[src/asbp_pkg.sv]
package asbp_pkg;

    // ************************************************************
    // widths
    // ************************************************************
    localparam int unsigned ADDR_W = 19;
    localparam int unsigned DATA_W = 8;

    // ************************************************************
    // timing (50 MHz clock)
    // ************************************************************
    localparam int unsigned CLK_PERIOD_NS   = 20;
    localparam int unsigned POWER_UP_WAIT_NS = 1000;
    localparam int unsigned POWER_UP_CYC =
        (POWER_UP_WAIT_NS + CLK_PERIOD_NS - 1) / CLK_PERIOD_NS;
    localparam int unsigned WRITE_DATA_SETUP_NS = 10;
    localparam int unsigned OUT_TURNOFF_NS      = 10;
    localparam int unsigned READ_ACCESS_NS      = 25;
    localparam int unsigned DESELECT_TO_RETENTION_DELAY_NS = 0;
    localparam int unsigned WR_CYC_RAW =
        (OUT_TURNOFF_NS + WRITE_DATA_SETUP_NS + CLK_PERIOD_NS - 1) / CLK_PERIOD_NS;
    localparam int unsigned RD_CYC_RAW =
        (READ_ACCESS_NS + CLK_PERIOD_NS - 1) / CLK_PERIOD_NS + 1;
    localparam int unsigned CNT_W = 6;
    localparam logic [CNT_W-1:0] POWER_UP_CNT = CNT_W'(POWER_UP_CYC);
    localparam logic [CNT_W-1:0] WR_CNT = CNT_W'(WR_CYC_RAW);
    localparam logic [CNT_W-1:0] RD_CNT = CNT_W'(RD_CYC_RAW);
    localparam logic [CNT_W-1:0] CNT_ZERO = 6'h00;
    localparam logic [CNT_W-1:0] CNT_ONE  = 6'h01;

    // ************************************************************
    // states, gray coded along power-up -> idle -> write -> write end; read, retention and the return to idle are not
    // ************************************************************
    typedef enum logic [2:0] {
        ASBP_PWRUP = 3'h0,
        ASBP_IDLE  = 3'h1,
        ASBP_WR    = 3'h3,
        ASBP_WREND = 3'h2,
        ASBP_RD    = 3'h6,
        ASBP_RET   = 3'h7
    } asbp_state_t;

endpackage : asbp_pkg

[src/asbp_tmr_if.sv]
`timescale 1ns/1ps
interface asbp_tmr_if;
    logic                        load;
    logic [asbp_pkg::CNT_W-1:0]  value;
    logic                        done;
    modport ctl (output load, output value, input done);
    modport tmr (input load, input value, output done);
endinterface : asbp_tmr_if

[src/asbp_timer.sv]
`timescale 1ns/1ps
module asbp_timer (
    // clock and reset
    input  wire logic clk_i,
    input  wire logic rst_i,
    input  wire logic en_i,
    // control
    asbp_tmr_if.tmr   t
);

    // ************************************************************
    // down counter, done when zero; leaves reset loaded with the power-up wait
    // ************************************************************
    logic [asbp_pkg::CNT_W-1:0] cnt_q;
    logic [asbp_pkg::CNT_W-1:0] cnt_d;

    assign cnt_d  = t.load ? t.value :
                    (cnt_q != asbp_pkg::CNT_ZERO) ? cnt_q - asbp_pkg::CNT_ONE : cnt_q;
    assign t.done = (cnt_q == asbp_pkg::CNT_ZERO) && !t.load;

    always_ff @(posedge clk_i or posedge rst_i) begin
        if (rst_i) begin
            cnt_q <= asbp_pkg::POWER_UP_CNT;
        end else if (en_i) begin
            cnt_q <= cnt_d;
        end
    end

endmodule : asbp_timer

[src/asbp_host.sv]
`timescale 1ns/1ps
module asbp_host (
    // clock and reset
    input  wire logic                        clk_i,
    input  wire logic                        rst_i,
    input  wire logic                        en_i,
    // user request
    input  wire logic                        req_i,
    input  wire logic                        we_i,
    input  wire logic [asbp_pkg::ADDR_W-1:0] addr_i,
    input  wire logic [asbp_pkg::DATA_W-1:0] wdata_i,
    input  wire logic                        ret_i,
    output logic                             ready_o,
    output logic                             rvalid_o,
    output logic [asbp_pkg::DATA_W-1:0]      rdata_o,
    output logic                             ret_o,
    // memory pins
    output logic                             ce_n_o,
    output logic                             oe_n_o,
    output logic                             we_n_o,
    output logic [asbp_pkg::ADDR_W-1:0]      addr_o,
    input  wire logic [asbp_pkg::DATA_W-1:0] data_pins_i,
    output logic [asbp_pkg::DATA_W-1:0]      data_pins_o,
    output logic                             data_pins_oe_o
);

    // ************************************************************
    // state and timer
    // ************************************************************
    asbp_pkg::asbp_state_t st_q;
    asbp_pkg::asbp_state_t st_d;
    asbp_tmr_if tmr ();

    asbp_timer u_timer (
        .clk_i (clk_i),
        .rst_i (rst_i),
        .en_i  (en_i),
        .t     (tmr)
    );

    wire take_wr = (st_q == asbp_pkg::ASBP_IDLE) && req_i && we_i && !ret_i;
    wire take_rd = (st_q == asbp_pkg::ASBP_IDLE) && req_i && !we_i && !ret_i;
    wire go_ret  = (st_q == asbp_pkg::ASBP_IDLE) && ret_i;

    // ************************************************************
    // next state
    // ************************************************************
    always_comb begin
        st_d       = st_q;
        tmr.load   = 1'b0;
        tmr.value  = asbp_pkg::CNT_ZERO;
        unique case (st_q)
            asbp_pkg::ASBP_PWRUP: begin
                if (tmr.done) st_d = asbp_pkg::ASBP_IDLE;
            end
            asbp_pkg::ASBP_IDLE: begin
                if (go_ret) begin
                    st_d = asbp_pkg::ASBP_RET;
                end else if (take_wr) begin
                    st_d      = asbp_pkg::ASBP_WR;
                    tmr.load  = 1'b1;
                    tmr.value = asbp_pkg::WR_CNT;
                end else if (take_rd) begin
                    st_d      = asbp_pkg::ASBP_RD;
                    tmr.load  = 1'b1;
                    tmr.value = asbp_pkg::RD_CNT;
                end
            end
            asbp_pkg::ASBP_WR: begin
                if (tmr.done) st_d = asbp_pkg::ASBP_WREND;
            end
            asbp_pkg::ASBP_WREND: st_d = asbp_pkg::ASBP_IDLE;
            asbp_pkg::ASBP_RD: begin
                if (tmr.done) st_d = asbp_pkg::ASBP_IDLE;
            end
            asbp_pkg::ASBP_RET: begin
                if (!ret_i) st_d = asbp_pkg::ASBP_IDLE;
            end
            default: st_d = asbp_pkg::ASBP_IDLE;
        endcase
    end

    // ************************************************************
    // pin values
    // ************************************************************
    wire in_wr    = (st_d == asbp_pkg::ASBP_WR);
    wire in_rd    = (st_d == asbp_pkg::ASBP_RD);
    wire wr_hold  = (st_d == asbp_pkg::ASBP_WREND);
    wire ce_n_d   = !(in_wr || in_rd);
    wire oe_n_d   = !in_rd;
    wire we_n_d   = !in_wr;
    wire drv_d    = in_wr || wr_hold;
    wire rd_done  = (st_q == asbp_pkg::ASBP_RD) && tmr.done;

    // ************************************************************
    // check helper: enabled edges since reset, saturating
    // ************************************************************
    logic [asbp_pkg::CNT_W-1:0] up_edges_q;
    wire                        up_full = (up_edges_q == asbp_pkg::POWER_UP_CNT);

    always_ff @(posedge clk_i or posedge rst_i) begin
        if (rst_i) begin
            up_edges_q <= asbp_pkg::CNT_ZERO;
        end else if (en_i && !up_full) begin
            up_edges_q <= up_edges_q + asbp_pkg::CNT_ONE;
        end
    end

    always_ff @(posedge clk_i or posedge rst_i) begin
        if (rst_i) begin
            st_q           <= asbp_pkg::ASBP_PWRUP;
            ce_n_o         <= 1'b1;
            oe_n_o         <= 1'b1;
            we_n_o         <= 1'b1;
            data_pins_oe_o <= 1'b0;
        end else if (en_i) begin
            st_q           <= st_d;
            ce_n_o         <= ce_n_d;
            oe_n_o         <= oe_n_d;
            we_n_o         <= we_n_d;
            data_pins_oe_o <= drv_d;
        end
    end

    always_ff @(posedge clk_i or posedge rst_i) begin
        if (rst_i) begin
            addr_o      <= '0;
            data_pins_o <= '0;
            rdata_o     <= '0;
            rvalid_o    <= 1'b0;
            ready_o     <= 1'b0;
            ret_o       <= 1'b0;
        end else if (en_i) begin
            if (take_wr || take_rd) begin
                addr_o <= addr_i;
            end
            if (take_wr) begin
                data_pins_o <= wdata_i;
            end
            if (rd_done) begin
                rdata_o <= data_pins_i;
            end
            rvalid_o <= rd_done;
            ready_o  <= (st_d == asbp_pkg::ASBP_IDLE) && !ret_i;
            ret_o    <= (st_d == asbp_pkg::ASBP_RET);
        end
    end

    // ************************************************************
    // checks
    // ************************************************************
    a_no_bus_fight: assert property (@(posedge clk_i) disable iff (rst_i)
        data_pins_oe_o |-> oe_n_o)
        else $error("host drives data while output enable low");

    a_write_data_hold: assert property (@(posedge clk_i) disable iff (rst_i)
        (!we_n_o && en_i) ##1 we_n_o |-> data_pins_oe_o && $stable(data_pins_o))
        else $error("write data not held past write end");

    a_write_length: assert property (@(posedge clk_i) disable iff (rst_i)
        ($fell(we_n_o) && en_i) ##1 en_i |-> !we_n_o)
        else $error("write pulse too short");

    a_write_ends_both: assert property (@(posedge clk_i) disable iff (rst_i)
        $rose(we_n_o) |-> $rose(ce_n_o))
        else $error("write not ended by strobe rise");

    a_read_we_high: assert property (@(posedge clk_i) disable iff (rst_i)
        !oe_n_o |-> we_n_o && !ce_n_o && ($stable(addr_o) || $fell(oe_n_o)))
        else $error("read with write enable low or address moving");

    a_power_up_gap: assert property (@(posedge clk_i) disable iff (rst_i)
        !ce_n_o |-> up_full)
        else $error("strobe before power-up wait ran out");

    a_turnaround_gap: assert property (@(posedge clk_i) disable iff (rst_i)
        $rose(data_pins_oe_o) |-> $past(oe_n_o))
        else $error("host drives data right after a read");

    a_rvalid_pulse: assert property (@(posedge clk_i) disable iff (rst_i)
        rvalid_o && en_i |=> !rvalid_o)
        else $error("read valid longer than one cycle");

    a_retention_hold: assert property (@(posedge clk_i) disable iff (rst_i)
        ret_o && ret_i && en_i |=> ret_o && ce_n_o)
        else $error("retention left while still requested");

    a_write_addr_hold: assert property (@(posedge clk_i) disable iff (rst_i)
        !we_n_o && !$fell(we_n_o) |-> $stable(addr_o) && $stable(data_pins_o))
        else $error("address or data moved inside the write window");

    a_select_strobes: assert property (@(posedge clk_i) disable iff (rst_i)
        $fell(ce_n_o) && we_n_o |-> !oe_n_o)
        else $error("select fell without a read or write");

    a_retention_desel: assert property (@(posedge clk_i) disable iff (rst_i)
        ret_o |-> ce_n_o)
        else $error("selected during retention");

    a_power_wait: assert property (@(posedge clk_i) disable iff (rst_i)
        (st_q == asbp_pkg::ASBP_PWRUP) |-> ce_n_o && !ready_o)
        else $error("access before power-up wait");

    a_write_window: assert property (@(posedge clk_i) disable iff (rst_i)
        !we_n_o |-> !ce_n_o && oe_n_o)
        else $error("write enable low without select");

endmodule : asbp_host

[config.mk]
export PLATFORM = sky130hd
export DESIGN_NAME = asbp_host
export DESIGN_NICKNAME = d
export VERILOG_FILES = /design/src/asbp_pkg.sv /design/src/asbp_tmr_if.sv /design/src/asbp_timer.sv /design/src/asbp_host.sv
export SDC_FILE = /design/constraint.sdc
export NUM_CORES = 1
export LEC_CHECK = 0
export BUFFER_PORTS_ARGS = -buffer_cell sky130_fd_sc_hd__clkbuf_2
export CORE_ASPECT_RATIO = 1.4
export CORE_MARGIN = 3
export CORE_UTILIZATION = 52
export CTS_CLUSTER_SIZE = 10
export DETAILED_ROUTE_END_ITERATION = 10
export GPL_ROUTABILITY_DRIVEN = 0
export PLACE_DENSITY = 0.85
export SETUP_SLACK_MARGIN = 0.3
export SLEW_MARGIN = 0
export SYNTH_ARGS = -nofsm -noshare
export SYNTH_HDL_FRONTEND = slang
export SYNTH_SLANG_ARGS = --single-unit
export TNS_END_PERCENT = 30
[constraint.sdc]
create_clock -name clk_i -period 5.32 [get_ports clk_i]
set_clock_uncertainty 0.15 [all_clocks]
set_input_delay 1.596 -clock clk_i [delete_from_list [all_inputs] [get_ports clk_i]]
set_output_delay 1.596 -clock clk_i [all_outputs]
set_load 0.02 [all_outputs]
# Word-level counts from Yosys, hierarchy flattened
# Index checks and enable logic that the tools add are counted.
[classes]
addsub = 1
n_mul = 0
div_mod_pow = 0
order_cmp = 0
n_eq_ne = 9
shift = 0
n_mux = 17
n_bitwise = 0
n_reduce_logical = 27
[ops]
columns = ["operator", "count"]
rows = [
  ["$mux W3", 6],
  ["$eq A3 B3 Y1 const B", 4],
  ["$mux W6", 2],
  ["$pmux W3 S4", 1],
  ["$eq A3 B2 Y1 const B", 3],
  ["$logic_and A1 B1 Y1", 9],
  ["$mux W2", 4],
  ["$reduce_and A2 Y1", 4],
  ["$eq A3 B1 Y1 const B", 2],
  ["$logic_not A1 Y1", 6],
  ["$logic_not A6 Y1", 1],
  ["$reduce_bool A6 Y1", 1],
  ["$sub A6 B1 Y6 const B", 1],
  ["$mux W1", 4],
  ["$logic_not A3 Y1", 1],
  ["$logic_or A1 B1 Y1", 3],
  ["$reduce_bool A2 Y1", 1],
  ["$reduce_or A2 Y1", 1],
]
[totals]
ff_bits = 51
latch_bits = 0
ram_bits = 0
romBits = 0
inputBits = 41
out_inout_bits = 42
word_cells = 66
mem_count = 0

# Longest topological paths before layout
[depth]
word_depth = 15
ltp_mapped = 6
ltp_nobuf = 6

# By module
# From an unflattened synthesis, not the netlist that was laid out.
[hier_totals]
hier_cells = 180
area_unflattened_um2 = 2314.7
[by_module_without_submodules]
columns = ["mod", "n_inst", "cells_per_inst", "area_each_um2", "seq_area_each_um2"]
rows = [
  ["asbp_host", 1, 135, 1896.8, 1129.8],
  ["asbp_timer", 1, 45, 417.9, 153.9],
]

# Worst setup path before layout
# Ideal clock, no wire load.
[synth_timing]
path_kind = "input to register"
from = "input port ret_i"
to = "register addr_o[10] in the netlist's numbering"
setup_ps = 125
arrival_time_ps = 2841
t_required_ps = 5045
setup_slack_ps = 2205
stages = 4
path_buffers = 1
cell_sequence = "or3b_2 nor2_2 buf_2 mux2_2"
[synth_between]
elab_chain_len = 4
elab_cells_between_ends = 5
classes_between = "reduce/logical (5)"
[synth_rtl]
columns = ["element", "line", "rtl"]
rows = [
  ["start, declared", "asbp_host.sv:12", "input wire logic ret_i,"],
  ["$logic_not A1 Y1 (*)", "asbp_host.sv:41, asbp_host.sv:42", ""],
  ["$logic_and A1 B1 Y1 (on tied branches)", "asbp_host.sv:41, asbp_host.sv:42", ""],
  ["$logic_or A1 B1 Y1 (*)", "asbp_host.sv:134", "if (take_wr || take_rd) begin"],
  ["$reduce_and A2 Y1 (no source line) (*)", "-", ""],
  ["end signal, assigned", "asbp_host.sv:135", "addr_o <= addr_i;"],
  ["end, declared", "asbp_host.sv:21", "output logic [asbp_pkg::ADDR_W-1:0] addr_o,"],
]
# Every way passes the cells marked *; elsewhere a longest branch is shown, timed or not.
# A chain may end at the register's enable or synchronous reset.

# Final worst setup path
[layout_timing]
from = "input port ret_i"
to = "register data_pins_o[2] in the netlist's numbering"
[layout_between]
elab_chain_len = 3
[layout_rtl]
columns = ["element", "line", "rtl"]
rows = [
  ["$logic_not A1 Y1", "asbp_host.sv:41", "wire take_wr = (st_q == asbp_pkg::ASBP_IDLE) && req_i && we_i && !ret_i;"],
  ["$logic_and A1 B1 Y1", "asbp_host.sv:41", ""],
  ["$reduce_and A2 Y1 (no source line)", "-", ""],
  ["end signal, assigned", "asbp_host.sv:138", "data_pins_o <= wdata_i;"],
  ["end, declared", "asbp_host.sv:23", "output logic [asbp_pkg::DATA_W-1:0] data_pins_o,"],
]
# No other way between the ends.

==> run summary <==
status -> completed
Post-CTS Setup Bufs -> 0
Clock Tree Buf Depth -> 2
CTS tree -> done
first-pass GRT wire length -> 7.56 mm
area of the multi-input gates -> 858 um2
min Tclk post-route -> 3.21 ns
Yosys top cell by area -> dfrtp_1
Yosys reg bits -> 51
top fanout value on the critical path -> 24
switching share of power -> 38.7%
share of layout cells above drive strength 1 -> 55.1%
CTS root buffer -> clkbuf_8
hold endpoint -> oe_n_o
Max IR drop VDD -> 0.341 mV
CTS H-tree lvls -> 2
FF-to-FF Start -> st_q[1]
Seq pwr share -> 44.6%
reg2reg end -> data_pins_o[2]
ANT nets after route -> 0
P_sw -> 0.579 mW
chip height -> 82.9 um
Logic pwr share -> 40.2%
max-slew violation count -> 0
Syn Std Cell Area -> 2200 um2
Yosys warning count -> 0
clk slew on worst S/H paths -> 0.09 ns
power per cell area -> 547 nW/um2
Worst Hold Depth -> 2
Nets -> 295
DRT Pass-1 Iters -> 4
sequential cell area -> 1280 um2
leading post-synthesis cells by instance count -> dfrtp_1, mux2_2, a21oi_1
library cells used by synthesis -> 37
fill count -> 319
Wirelength per Cell -> 15.0 um
Post-synth EDFFs -> 0
Final WS setup -> 2.11 ns
global route overflow -> 0
Crit. End Element -> flop
Placed Area -> 2640 um2
final setup fails -> 0
initial antenna violation count -> 0
post-cts sizing count -> 0
max-cap violation count -> 0
post-synth top area share -> 51.2%
Clock Power Share -> 15.2%
ANT cells -> 0
Initial Utilization -> 55.1%
gate count after technology mapping -> 170
Sink Count -> 51
final period utilization -> 60.3%
pin count of the biggest net entering global routing -> 52
Total Die Area -> 5050 um2
syn_nets -> 212
area of the core -> 3990 um2
Fin. Hold Viols -> 0
slew margin rel. -> 32.9%
Row Count -> 27
Placement Setup Slack -> 1.80 ns
PortBufs -> 82
Hold-fix buffers, CTS -> 0
worst skew pair latency -> 0.30 ns
register area share after synthesis -> 58.4%
Max Clk Rate -> 0.312 GHz
Worst Hold Class -> flop to flop
Vias -> 1628
Worst setup SP type -> input pin
vias in the first global route -> 1627
internal power -> 0.917 mW
final instance area -> 2740 um2
largest cells by area after synthesis -> dfrtp_1, mux2_2, dfstp_2, a21oi_1, or3_1
worst hold slack -> 0.339 ns
Crit Path Class -> input pin to flop
CTS Buf Count -> 5
DRC viols -> 0
GRT Overall Usage -> 19.5%
leakage power -> 1.36 nW
R2R Setup Slk -> 2.97 ns
syn avg cell area -> 12.9 um2
slew of the pin with the lowest slew margin -> 1.01 ns
Die X -> 61.0 um
r2r worst-path depth -> 5
setup TNS -> 0 ns
Post-Route WL -> 4.44 mm
Most used DFF post-synth -> dfrtp_1
most common cell in the synthesized netlist -> dfrtp_1
Async SR Flop Fraction -> 100%
Layout area overhead -> 24.4%
arrival time worst endpoint -> 3.25 ns
DRT iter0 DRCs -> 104
Ports -> 83
unrepaired setup endpoints after global routing -> false
routed vias/inst -> 5.48
dpl hpwl -> 3.35 mm
Hold Crit Start -> oe_n_o
Critical Path RT -> 5.36 ns
cells in the final DEF (no fill, tap or decap), types with 3 or more instances in the layout:
cell type and instances:
dfrtp_1 45, mux2_2 37, a21oi_1 11, o21ai_0 5, clkbuf_8 6, dfstp_2 6, clkbuf_2 82, nor2_1 5
nand3b_1 4, or3_1 5, nand2_1 7, nand2b_1 3, inv_1 5
sequential cells by signal, summed over array words and instances (netlist names):
name and count:
oe_n_o 1, we_n_o 1, ce_n_o 1, data_pins_oe_o 1, ready_o 1, data_pins_o 8, rvalid_o 1, addr_o 19
ret_o 1, st_q 3, u_timer.cnt_q 6, rdata_o 8
critical path, cell delays in order:
cell and delay (ns):
clkbuf_2 0.13, or3b_2 0.48, nor2_2 0.11, buf_4 0.31
nand2_1 0.27, mux2_2 0.33
routing by layer:
layer,vias to the layer above,share of wire (%),track usage (%)
li1,778,-,-
met1,788,41,25.2
met2,53,51,31.4
met3,9,5.5,4.20
met4,0,2.0,7.30
met5,-,0,0
stage by stage:
| step | util [%] | cells | power [mW] |
|---|---|---|---|
| finish | 68.6 | 297 | 1.50 |
| global route | 68.6 | 297 | 1.60 |
| floorplan | - | 170 | 1.07 |
| detailed placement | 66.2 | 289 | 1.28 |
| global placement | 66.2 | 289 | 1.27 |
| CTS | 68.6 | 297 | 1.51 |
cells by family after synthesis:
logic type	synth area share [%]
adder cells (fa/ha/maj)	0.569
buffers and inverters	2.56
AO/OA/AOI/OAI	8.59
multiplexers	19.4
flip-flops	58.4
AND/OR/NAND/NOR	10.5
layout make-up:
class                   count  area share (%)
flip-flops and latches     51            46.9
multi-input cells         105            31.4
repair buffers             83            15.3
clock buffers               7            3.16
well taps                  43            1.97
inverters                   7           0.961
clock inverters             1           0.320
power by group through the flow:
| stage | Combinational [mW] | Sequential (mW) | Clock (mW) |
|---|---|---|---|
| after CTS | 0.609 | 0.669 | 0.236 |
| after floorplan | 0.275 | 0.800 | 0 |
| final | 0.601 | 0.668 | 0.227 |
| after global routing | 0.649 | 0.692 | 0.256 |
| after detailed placement | 0.609 | 0.674 | 0 |
| after global placement | 0.598 | 0.668 | 0 |
worst max-delay path by stage:
stage / start / to / slack, ns / depth (start not counted)
2_1_floorplan: ret_i / addr_o[10] / 2.20 / 4
3_3_place_gp: ret_i / data_pins_o[1] / 1.83 / 6
3_5_place_dp: ret_i / data_pins_o[1] / 1.80 / 6
4_1_cts: ret_i / data_pins_o[1] / 2.12 / 6
5_1_grt: ret_i / data_pins_o[0] / 2.00 / 6
6_report: ret_i / data_pins_o[2] / 2.11 / 6
No activity file was read; power rests on OpenSTA's default activity.
